### config.mk
export PLATFORM = sky130hd
export DESIGN_NAME = tms_sequencer
export DESIGN_NICKNAME = d
export VERILOG_FILES = /design/src/rtl/tms_pkg.sv /design/src/rtl/tms_sequencer.sv /design/src/rtl/tms_sync2.sv /design/src/rtl/tms_resp_mem.sv
export VERILOG_INCLUDE_DIRS = /design/src /design/src/rtl
export SDC_FILE = /design/constraint.sdc
export NUM_CORES = 1
export LEC_CHECK = 0
export ABC_AREA = 0
export BUFFER_PORTS_ARGS = -buffer_cell sky130_fd_sc_hd__buf_2
export CAP_MARGIN = 20
export CORE_ASPECT_RATIO = 0.9
export CORE_UTILIZATION = 60
export CTS_CLUSTER_SIZE = 24
export DETAILED_ROUTE_END_ITERATION = 16
export GPL_TIMING_DRIVEN = 1
export PLACE_DENSITY = 0.77
export SLEW_MARGIN = 20
export SYNTH_ARGS = -nofsm -noshare
export SYNTH_HDL_FRONTEND = slang
export SYNTH_SLANG_ARGS = --single-unit
### constraint.sdc
create_clock -name ref_clk -period 3.4 [get_ports ref_clk]
set_input_delay 0.68 -clock ref_clk [delete_from_list [all_inputs] [get_ports ref_clk]]
set_output_delay 0.68 -clock ref_clk [all_outputs]
set_load 0.02 [all_outputs]
### src/rtl/tms_consts.svh
`ifndef TMS_CONSTS_SVH
`define TMS_CONSTS_SVH

// Host command codes, two decimal digits carried as one byte
`define TMS_CMD_FIRST_ACCESS 8'h01
`define TMS_CMD_LAST_ACCESS 8'h08
`define TMS_CMD_ACK 8'h11
`define TMS_CMD_NACK 8'h12
`define TMS_CMD_STOP 8'h13
`define TMS_CMD_OSC_ON 8'h14
`define TMS_CMD_OSC_OFF 8'h15

// Transmission option characters
`define TMS_OPT_SINGLE_TRIG 8'h30
`define TMS_OPT_SINGLE_AUTO 8'h31
`define TMS_OPT_FIFO_TRIG 8'h38
`define TMS_OPT_FIFO_AUTO 8'h39
`define TMS_OPT_FIFO_CONT 8'h41
`define TMS_OPT_FIFO_REP 8'h42

// Completion codes placed in the first response byte
`define TMS_CODE_NORMAL 8'h00
`define TMS_CODE_TAG_ABSENT 8'h72

// Response store geometry
`define TMS_MEM_DEPTH 16
`define TMS_ADDR_MAX 4'hF

// Reset values
`define TMS_RST_BYTE 8'h00
`define TMS_RST_ADDR 4'h0
`define TMS_FIRST_DATA_ADDR 4'h1

`endif

### src/rtl/tms_pkg.sv
package tms_pkg;

   typedef logic [7:0] tms_byte_t;
   typedef logic [3:0] tms_addr_t;

   typedef enum logic [2:0] {
      ST_IDLE = 3'h0,
      ST_WAIT_TAG = 3'h1,
      ST_ACCESS = 3'h3,
      ST_FINISH = 3'h2,
      ST_LOAD = 3'h6,
      ST_SHOW = 3'h7,
      ST_ACK_WAIT = 3'h5
   } tms_state_e;

   typedef enum logic [2:0] {
      MODE_SINGLE_TRIG = 3'h0,
      MODE_SINGLE_AUTO = 3'h1,
      MODE_FIFO_TRIG = 3'h2,
      MODE_FIFO_AUTO = 3'h3,
      MODE_FIFO_CONT = 3'h4,
      MODE_FIFO_REP = 3'h5
   } tms_mode_e;

endpackage

### src/rtl/tms_sequencer.sv
`timescale 1ns/1ns
`include "tms_consts.svh"
// What this block does
// RULE1: Six modes; each access command's option selects the governing mode.
// RULE2: Option chars: 0,1 single trigger/auto; 8,9,A,B FIFO trigger/auto/continue/repeat.
// RULE3: Single trigger accesses once at command, responds once, then idles.
// RULE4: Single trigger with no tag answers tag-absent, no retry.
// RULE5: Single auto waits for a tag, processes once, responds, idles.
// RULE6: Stop while single auto waits ends the pending command.
// RULE7: FIFO trigger and auto inhibit the tag after access.
// RULE8: FIFO trigger command switches the antenna to continuous oscillation.
// RULE9: FIFO trigger accesses once at once; no tag gives tag-absent.
// RULE10: After FIFO trigger or auto, antenna keeps oscillating.
// RULE11: FIFO auto waits for tag, processes once, responds, turns oscillation on.
// RULE12: Stop ending a waiting FIFO auto leaves oscillation running.
// RULE13: FIFO continue waits for next tag only after host acknowledge.
// RULE14: FIFO continue cycles detect, process, respond until stop.
// RULE15: FIFO repeat waits for next tag right after each response.
// RULE16: FIFO repeat keeps processing tags until stop arrives.
// RULE17: FIFO continue and repeat inhibit each processed tag.
// RULE18: Stop terminates FIFO continue and repeat operation.
// RULE19: Code 13 is stop and aborts the running command; a stop during access or reply ends it only after the reply completes.
// RULE20: Code 11 is the host acknowledge of a response.
// RULE21: Negative acknowledge in FIFO continue resends last response, no new access.
module tms_sequencer (
   input wire logic ref_clk,
   input wire logic rst,
   input wire logic cmdValid,
   input wire tms_pkg::tms_byte_t cmdCode,
   input wire tms_pkg::tms_byte_t cmdOption,
   input wire logic tagPresentPin,
   input wire logic accessDone,
   input wire logic accessOk,
   input wire logic accByteValid,
   input wire tms_pkg::tms_byte_t accByte,
   input wire logic respReady,
   output logic accessStart,
   output logic tagInhibit,
   output logic antennaOn,
   output logic busy,
   output logic respValid,
   output logic respLast,
   output tms_pkg::tms_byte_t respByte
);
   import tms_pkg::*;

   function automatic logic optValid(input tms_byte_t c);
      case (c)
         `TMS_OPT_SINGLE_TRIG, `TMS_OPT_SINGLE_AUTO, `TMS_OPT_FIFO_TRIG,
         `TMS_OPT_FIFO_AUTO, `TMS_OPT_FIFO_CONT, `TMS_OPT_FIFO_REP: return 1'b1;
         default: return 1'b0;
      endcase
   endfunction

   function automatic tms_mode_e optMode(input tms_byte_t c);
      case (c)
         `TMS_OPT_SINGLE_AUTO: return MODE_SINGLE_AUTO;
         `TMS_OPT_FIFO_TRIG: return MODE_FIFO_TRIG;
         `TMS_OPT_FIFO_AUTO: return MODE_FIFO_AUTO;
         `TMS_OPT_FIFO_CONT: return MODE_FIFO_CONT;
         `TMS_OPT_FIFO_REP: return MODE_FIFO_REP;
         default: return MODE_SINGLE_TRIG;
      endcase
   endfunction

   function automatic logic isFifo(input tms_mode_e m);
      return m != MODE_SINGLE_TRIG && m != MODE_SINGLE_AUTO;
   endfunction

   function automatic logic waitsForTag(input tms_mode_e m);
      return m != MODE_SINGLE_TRIG && m != MODE_FIFO_TRIG;
   endfunction

   function automatic logic forcesOsc(input tms_mode_e m);
      return m == MODE_FIFO_TRIG || m == MODE_FIFO_AUTO;
   endfunction

   tms_state_e state;
   tms_state_e next_state;
   tms_mode_e mode;
   tms_mode_e next_mode;
   logic oscMode;
   logic next_oscMode;
   logic stopPend;
   logic next_stopPend;
   tms_byte_t respCode;
   tms_byte_t next_respCode;
   tms_addr_t wrCount;
   tms_addr_t next_wrCount;
   tms_addr_t rdAddr;
   tms_addr_t next_rdAddr;
   logic next_accessStart;
   logic next_tagInhibit;
   logic next_antennaOn;
   logic next_busy;
   logic next_respValid;
   logic next_respLast;
   logic memWrEn;
   tms_addr_t memWrAddr;
   tms_byte_t memWrData;
   logic tagSeen;
   logic accessCmd;
   logic stopCmd;
   logic ackCmd;
   logic nackCmd;

   tms_sync2 u_tag_sync (
      .ref_clk(ref_clk),
      .rst(rst),
      .asyncIn(tagPresentPin),
      .syncOut(tagSeen)
   );

   // Response kept whole so a refused reply can be sent again unchanged
   tms_resp_mem u_resp_mem (
      .ref_clk(ref_clk),
      .rst(rst),
      .wrEn(memWrEn),
      .wrAddr(memWrAddr),
      .wrData(memWrData),
      .rdAddr(rdAddr),
      .rdData(respByte)
   );

   always_comb begin
      accessCmd = cmdValid && cmdCode >= `TMS_CMD_FIRST_ACCESS
                  && cmdCode <= `TMS_CMD_LAST_ACCESS;
      stopCmd = cmdValid && cmdCode == `TMS_CMD_STOP; // see RULE19
      ackCmd = cmdValid && cmdCode == `TMS_CMD_ACK; // see RULE20
      nackCmd = cmdValid && cmdCode == `TMS_CMD_NACK;
   end

   always_comb begin
      next_state = state;
      next_mode = mode;
      next_oscMode = oscMode;
      next_stopPend = stopPend;
      next_respCode = respCode;
      next_wrCount = wrCount;
      next_rdAddr = rdAddr;
      next_accessStart = 1'b0;
      next_tagInhibit = 1'b0;
      next_respValid = respValid;
      next_respLast = respLast;
      memWrEn = 1'b0;
      memWrAddr = wrCount;
      memWrData = accByte;
      if (cmdValid && cmdCode == `TMS_CMD_OSC_ON) begin
         next_oscMode = 1'b1;
      end else if (cmdValid && cmdCode == `TMS_CMD_OSC_OFF) begin
         next_oscMode = 1'b0;
      end
      // Stop during access or reply is held so the reply still completes
      if (stopCmd && state != ST_IDLE && state != ST_WAIT_TAG && state != ST_ACK_WAIT) begin
         next_stopPend = 1'b1; // see RULE18
      end
      case (state)
         ST_IDLE: begin
            if (accessCmd && optValid(cmdOption)) begin
               next_mode = optMode(cmdOption); // see RULE1, see RULE2
               next_wrCount = `TMS_FIRST_DATA_ADDR;
               next_stopPend = 1'b0;
               if (forcesOsc(optMode(cmdOption))) begin
                  next_oscMode = 1'b1; // see RULE8, see RULE11
               end
               if (waitsForTag(optMode(cmdOption))) begin
                  next_state = ST_WAIT_TAG; // see RULE5, see RULE11, see RULE14
               end else if (tagSeen) begin
                  next_state = ST_ACCESS; // see RULE3, see RULE9
                  next_accessStart = 1'b1;
               end else begin
                  next_respCode = `TMS_CODE_TAG_ABSENT; // see RULE4, see RULE9
                  next_state = ST_FINISH;
               end
            end
         end
         ST_WAIT_TAG: begin
            if (stopCmd) begin
               // Oscillation flag untouched, so a FIFO auto stop keeps the field up
               next_state = ST_IDLE; // see RULE6, see RULE12, see RULE18
            end else if (tagSeen) begin
               next_state = ST_ACCESS;
               next_accessStart = 1'b1;
               next_wrCount = `TMS_FIRST_DATA_ADDR;
            end
         end
         ST_ACCESS: begin
            if (accByteValid && wrCount != `TMS_ADDR_MAX) begin
               memWrEn = 1'b1;
               next_wrCount = wrCount + 4'h1;
            end
            if (accessDone) begin
               next_respCode = accessOk ? `TMS_CODE_NORMAL : `TMS_CODE_TAG_ABSENT;
               next_tagInhibit = accessOk && isFifo(mode); // see RULE7, see RULE17
               next_state = ST_FINISH;
            end
         end
         ST_FINISH: begin
            memWrEn = 1'b1;
            memWrAddr = `TMS_RST_ADDR;
            memWrData = respCode;
            next_rdAddr = `TMS_RST_ADDR;
            next_state = ST_LOAD;
         end
         ST_LOAD: begin
            next_respValid = 1'b1;
            next_respLast = rdAddr == wrCount - 4'h1;
            next_state = ST_SHOW;
         end
         ST_SHOW: begin
            if (respReady) begin
               next_respValid = 1'b0;
               next_respLast = 1'b0;
               if (!respLast) begin
                  next_rdAddr = rdAddr + 4'h1;
                  next_state = ST_LOAD;
               end else if (stopPend || stopCmd) begin
                  next_stopPend = 1'b0;
                  next_state = ST_IDLE; // see RULE18
               end else if (mode == MODE_FIFO_REP) begin
                  next_state = ST_WAIT_TAG; // see RULE15, see RULE16
               end else if (mode == MODE_FIFO_CONT) begin
                  next_state = ST_ACK_WAIT; // see RULE13
               end else begin
                  next_state = ST_IDLE; // see RULE3, see RULE5
               end
            end
         end
         ST_ACK_WAIT: begin
            if (stopCmd) begin
               next_state = ST_IDLE; // see RULE14
            end else if (ackCmd) begin
               next_state = ST_WAIT_TAG; // see RULE13
            end else if (nackCmd) begin
               next_rdAddr = `TMS_RST_ADDR; // see RULE21
               next_state = ST_LOAD;
            end
         end
         default: begin
            next_state = ST_IDLE;
         end
      endcase
      // Single modes with oscillation mode off power the field only while a command is live
      next_antennaOn = next_oscMode || next_state != ST_IDLE; // see RULE10
      next_busy = next_state != ST_IDLE;
   end

   always_ff @(posedge ref_clk or posedge rst) begin
      if (rst) begin
         state <= ST_IDLE;
         mode <= MODE_SINGLE_TRIG;
         oscMode <= 1'b0;
         stopPend <= 1'b0;
         respCode <= `TMS_CODE_NORMAL;
         wrCount <= `TMS_FIRST_DATA_ADDR;
         rdAddr <= `TMS_RST_ADDR;
         accessStart <= 1'b0;
         tagInhibit <= 1'b0;
         antennaOn <= 1'b0;
         busy <= 1'b0;
         respValid <= 1'b0;
         respLast <= 1'b0;
      end else begin
         state <= next_state;
         mode <= next_mode;
         oscMode <= next_oscMode;
         stopPend <= next_stopPend;
         respCode <= next_respCode;
         wrCount <= next_wrCount;
         rdAddr <= next_rdAddr;
         accessStart <= next_accessStart;
         tagInhibit <= next_tagInhibit;
         antennaOn <= next_antennaOn;
         busy <= next_busy;
         respValid <= next_respValid;
         respLast <= next_respLast;
      end
   end
endmodule

### src/rtl/tms_sync2.sv
`timescale 1ns/1ns
module tms_sync2 (
   input wire logic ref_clk,
   input wire logic rst,
   input wire logic asyncIn,
   output logic syncOut
);
   logic stage1;
   logic next_stage1;
   logic next_syncOut;

   always_comb begin
      next_stage1 = asyncIn;
      next_syncOut = stage1;
   end

   always_ff @(posedge ref_clk or posedge rst) begin
      if (rst) begin
         stage1 <= 1'b0;
         syncOut <= 1'b0;
      end else begin
         stage1 <= next_stage1;
         syncOut <= next_syncOut;
      end
   end
endmodule

### src/rtl/tms_resp_mem.sv
`timescale 1ns/1ns
`include "tms_consts.svh"
module tms_resp_mem (
   input wire logic ref_clk,
   input wire logic rst,
   input wire logic wrEn,
   input wire tms_pkg::tms_addr_t wrAddr,
   input wire tms_pkg::tms_byte_t wrData,
   input wire tms_pkg::tms_addr_t rdAddr,
   output tms_pkg::tms_byte_t rdData
);
   import tms_pkg::*;

   // Array has no reset; only read-back after a write is meaningful
   tms_byte_t store [`TMS_MEM_DEPTH];
   tms_byte_t next_rdData;

   always_comb begin
      next_rdData = store[rdAddr];
   end

   always_ff @(posedge ref_clk) begin
      if (wrEn) begin
         store[wrAddr] <= wrData;
      end
   end

   always_ff @(posedge ref_clk or posedge rst) begin
      if (rst) begin
         rdData <= `TMS_RST_BYTE;
      end else begin
         rdData <= next_rdData;
      end
   end
endmodule

==> impl_metrics.tcl <==
set metrics [dict create \
    clk_pin_slew_ps 60 \
    drt_first_pass_iters 5 \
    place_ws_ps 432 \
    status "finished, final reports clean" \
    rows 36 \
    power_density_nw_per_um2 713 \
    syn_avg_cell_area_um2 16.9 \
    ios 46 \
    area.sequential_um2 4670 \
    layout-drive-gt1-share 0.306 \
    cts_setup_buffers 0 \
    period_minus_slack_ps 2630 \
    grt_pass1_vias 3969 \
    cp.required_ps 3530 \
    hold_viol_final 0 \
    drc 0 \
    worst_slack_ps 769 \
    fp.dieW_um 114 \
    setup_viol 0 \
    htree_levels 4 \
    vias_per_cell 6.41 \
    p_int_uw 4160 \
    root_buffer "clkbuf_16" \
    multi_input_area_um2 1970 \
    seqPwrFrac 0.446 \
    cts_hold_buf 0 \
    drt-initial-drc-count 398 \
    place.gp.congestion 0.930 \
    yosys.area.top_type "edfxtp_1" \
    fillers 658 \
    drt-total-wl_mm 15.3 \
    cp_data_arrival_time_ps 2760 \
    clock.fmax_mhz 380 \
    syn_nets 436 \
    leakage_uw 0.00280 \
    relSlewSlack 0.439 \
    ys.flop_type "edfxtp_1" \
    cap_violations 0 \
    grt-ovfl-total 0 \
    rsz0062_at_grt "no" \
    cts_resized 0 \
    track_usage 0.285 \
    period_share 0.774 \
    power_switching_uw 1520 \
    cts_tree "yes" \
    post-route-util 0.730 \
    startpoint_type "register" \
    synth_seq_cells 161 \
    dieArea_um2 11700 \
    synth_cells 401 \
    initial_core_util 0.620 \
    seq_area_frac_synth 0.691 \
    max-vdd-ir-drop_v 0.000407 \
    worst_slew_pin_slew_ps 841 \
    syn-cell-area_um2 6760 \
    yosysWarnings 0 \
    fin_skew_ps 9.03 \
    synthArstFlopShare 0.205 \
    num_vias 4035 \
    clockBufferDepth 2 \
    synth.top_cells.by_area "edfxtp_1 (57%), mux4_2 (13%), dfrtp_1 (12%)" \
    worstPathMaxFanout 19 \
    worstSkewPairLatency_ps 420 \
    chipHeight_um 103 \
    cts_num_sinks 161 \
    nets 499 \
    yosys-top-cells-count "edfxtp_1 (128), mux4_2 (40), dfrtp_1 (32)" \
    synth_edf_count 128 \
    combPwrFrac 0.178 \
    hold_path.class "in -> async" \
    post_drt_wl_per_cell_um 24.3 \
    synth_cell_types 54 \
    io_buffers 45 \
    crit_path_end_kind "register" \
    yosysMostFrequentCell "edfxtp_1" \
    synthDominantCellAreaShare 0.568 \
    slew_violations 0 \
    area_growth_pct 17.6 \
    detail-route-antenna-nets 0 \
    numCtsBuffers 17 \
    antenna_cells 0 \
    dp_hpwl_mm 9.66 \
    clock_power_share 0.376 \
    antenna_found_initial 0 \
    grt_pass1_wl_mm 23.1 \
    swShare 0.267 \
    tns_ps 0 \
    core_area_um2 10900 \
    grt_max_degree 27 \
    crit_type "reg -> reg" \
]
-- final cells by class --
cell class / instances / area share
Multi-Input combinational cell: 208 / 0.247
Inverter: 11 / 0.00519
Timing Repair Buffer: 65 / 0.0529
Clock buffer: 18 / 0.0540
Sequential cell: 161 / 0.587
Clock inverter: 14 / 0.0296
Tap cell: 152 / 0.0239
-- metrics by stage --
stage	instance area (um2)	instances	total power [uW]	hold slack, ps
6_report	7950	629	5670	202
5_1_grt	7950	629	5870	198
4_1_cts	7930	628	5680	351
3_5_place_dp	7260	596	3550	346
3_3_place_gp	7260	596	3500	334
2_1_floorplan	6760	401	3210	331
-- state kept, by name, summed over array words and instances, names as in the netlist --
| name | cells |
|---|---|
| u_resp_mem.store | 128 |
| u_resp_mem.rdData | 8 |
| rdAddr | 4 |
| wrCount | 4 |
| mode | 3 |
| state | 3 |
| accessStart | 1 |
| antennaOn | 1 |
| busy | 1 |
| oscMode | 1 |
| respCode | 1 |
| respLast | 1 |
| respValid | 1 |
| stopPend | 1 |
| tagInhibit | 1 |
| u_tag_sync.next_syncOut | 1 |
| u_tag_sync.syncOut | 1 |
-- kinds of logic after synthesis --
logic type,after synthesis,synth area share
adders and majority gates,3,0.00555
xor gates and xnor gates,6,0.00777
AOI/OAI and AO/OA,52,0.0559
and+or+nand+nor,102,0.0799
buffers and inverters,32,0.0185
muxes,45,0.142
DFF,161,0.691
-- worst max-delay path: stages, from the launching register on --
cell and delay (ps):
dfrtp_1 780, and3b_1 480, nand2_1 180, nand4bb_1 310, nor2_1 360, buf_4 230
-- layout by cell type (no fill, tap or decap), types with 3 or more instances in the layout --
| cell | n |
|---|---|
| edfxtp_1 | 128 |
| buf_2 | 45 |
| mux4_2 | 40 |
| dfrtp_1 | 31 |
| nor2_1 | 25 |
| nand2_1 | 21 |
| clkbuf_16 | 17 |
| buf_4 | 17 |
| o21ai_0 | 15 |
| nand3_1 | 11 |
| nor3_1 | 11 |
| inv_1 | 10 |
| xnor2_1 | 6 |
| a21oi_1 | 6 |
| a21o_1 | 6 |
| bufinv_16 | 6 |
| and2_1 | 5 |
| nand2b_1 | 4 |
| or4_1 | 3 |
| or3_1 | 3 |
| o31ai_1 | 3 |
| o21bai_1 | 3 |
| mux2i_1 | 3 |
| clkinv_1 | 3 |
| ha_1 | 3 |
-- layer usage --
| metal | vias to the layer above | part of all wire | wire length [um] | track usage |
|---|---|---|---|---|
| met5 | - | 0 | 0 | 0 |
| met1 | 2056 | 0.40 | 6120 | 0.383 |
| met4 | 0 | 0.017 | 256 | 0.118 |
| li1 | 1727 | - | - | - |
| met2 | 222 | 0.50 | 7580 | 0.451 |
| met3 | 30 | 0.088 | 1350 | 0.0782 |
-- worst paths after layout --
| kind | startpoint | to | slack (ps) | cells past startpoint |
|---|---|---|---|---|
| worst max-delay path | state[1]$_DFF_PP0_ | u_resp_mem.store[15][7]$_DFFE_PP_ | 770 | 5 |
| worst min-delay path | rst | antennaOn$_DFF_PP0_ | 200 | 2 |
| worst max register to register | state[1]$_DFF_PP0_ | u_resp_mem.store[15][7]$_DFFE_PP_ | 770 | 5 |
| worst min register to register | u_tag_sync.next_syncOut$_DFF_PP0_ | u_tag_sync.syncOut$_DFF_PP0_ | 350 | 0 |
| max in group asynchronous | rst | u_resp_mem.rdData[3]$_DFF_PP0_ | 2610 | 4 |
| min in group ref_clk | u_tag_sync.next_syncOut$_DFF_PP0_ | u_tag_sync.syncOut$_DFF_PP0_ | 350 | 0 |
-- power by group through the flow --
stage,registers [uW],clock network [uW],logic (uW)
finish,2530,2130,1010
global route,2550,2230,1090
floorplan,2490,0,722
detailed placement,2560,0,992
CTS,2520,2150,1000
global placement,2550,0,956
Power figures use the tool's default switching activity.
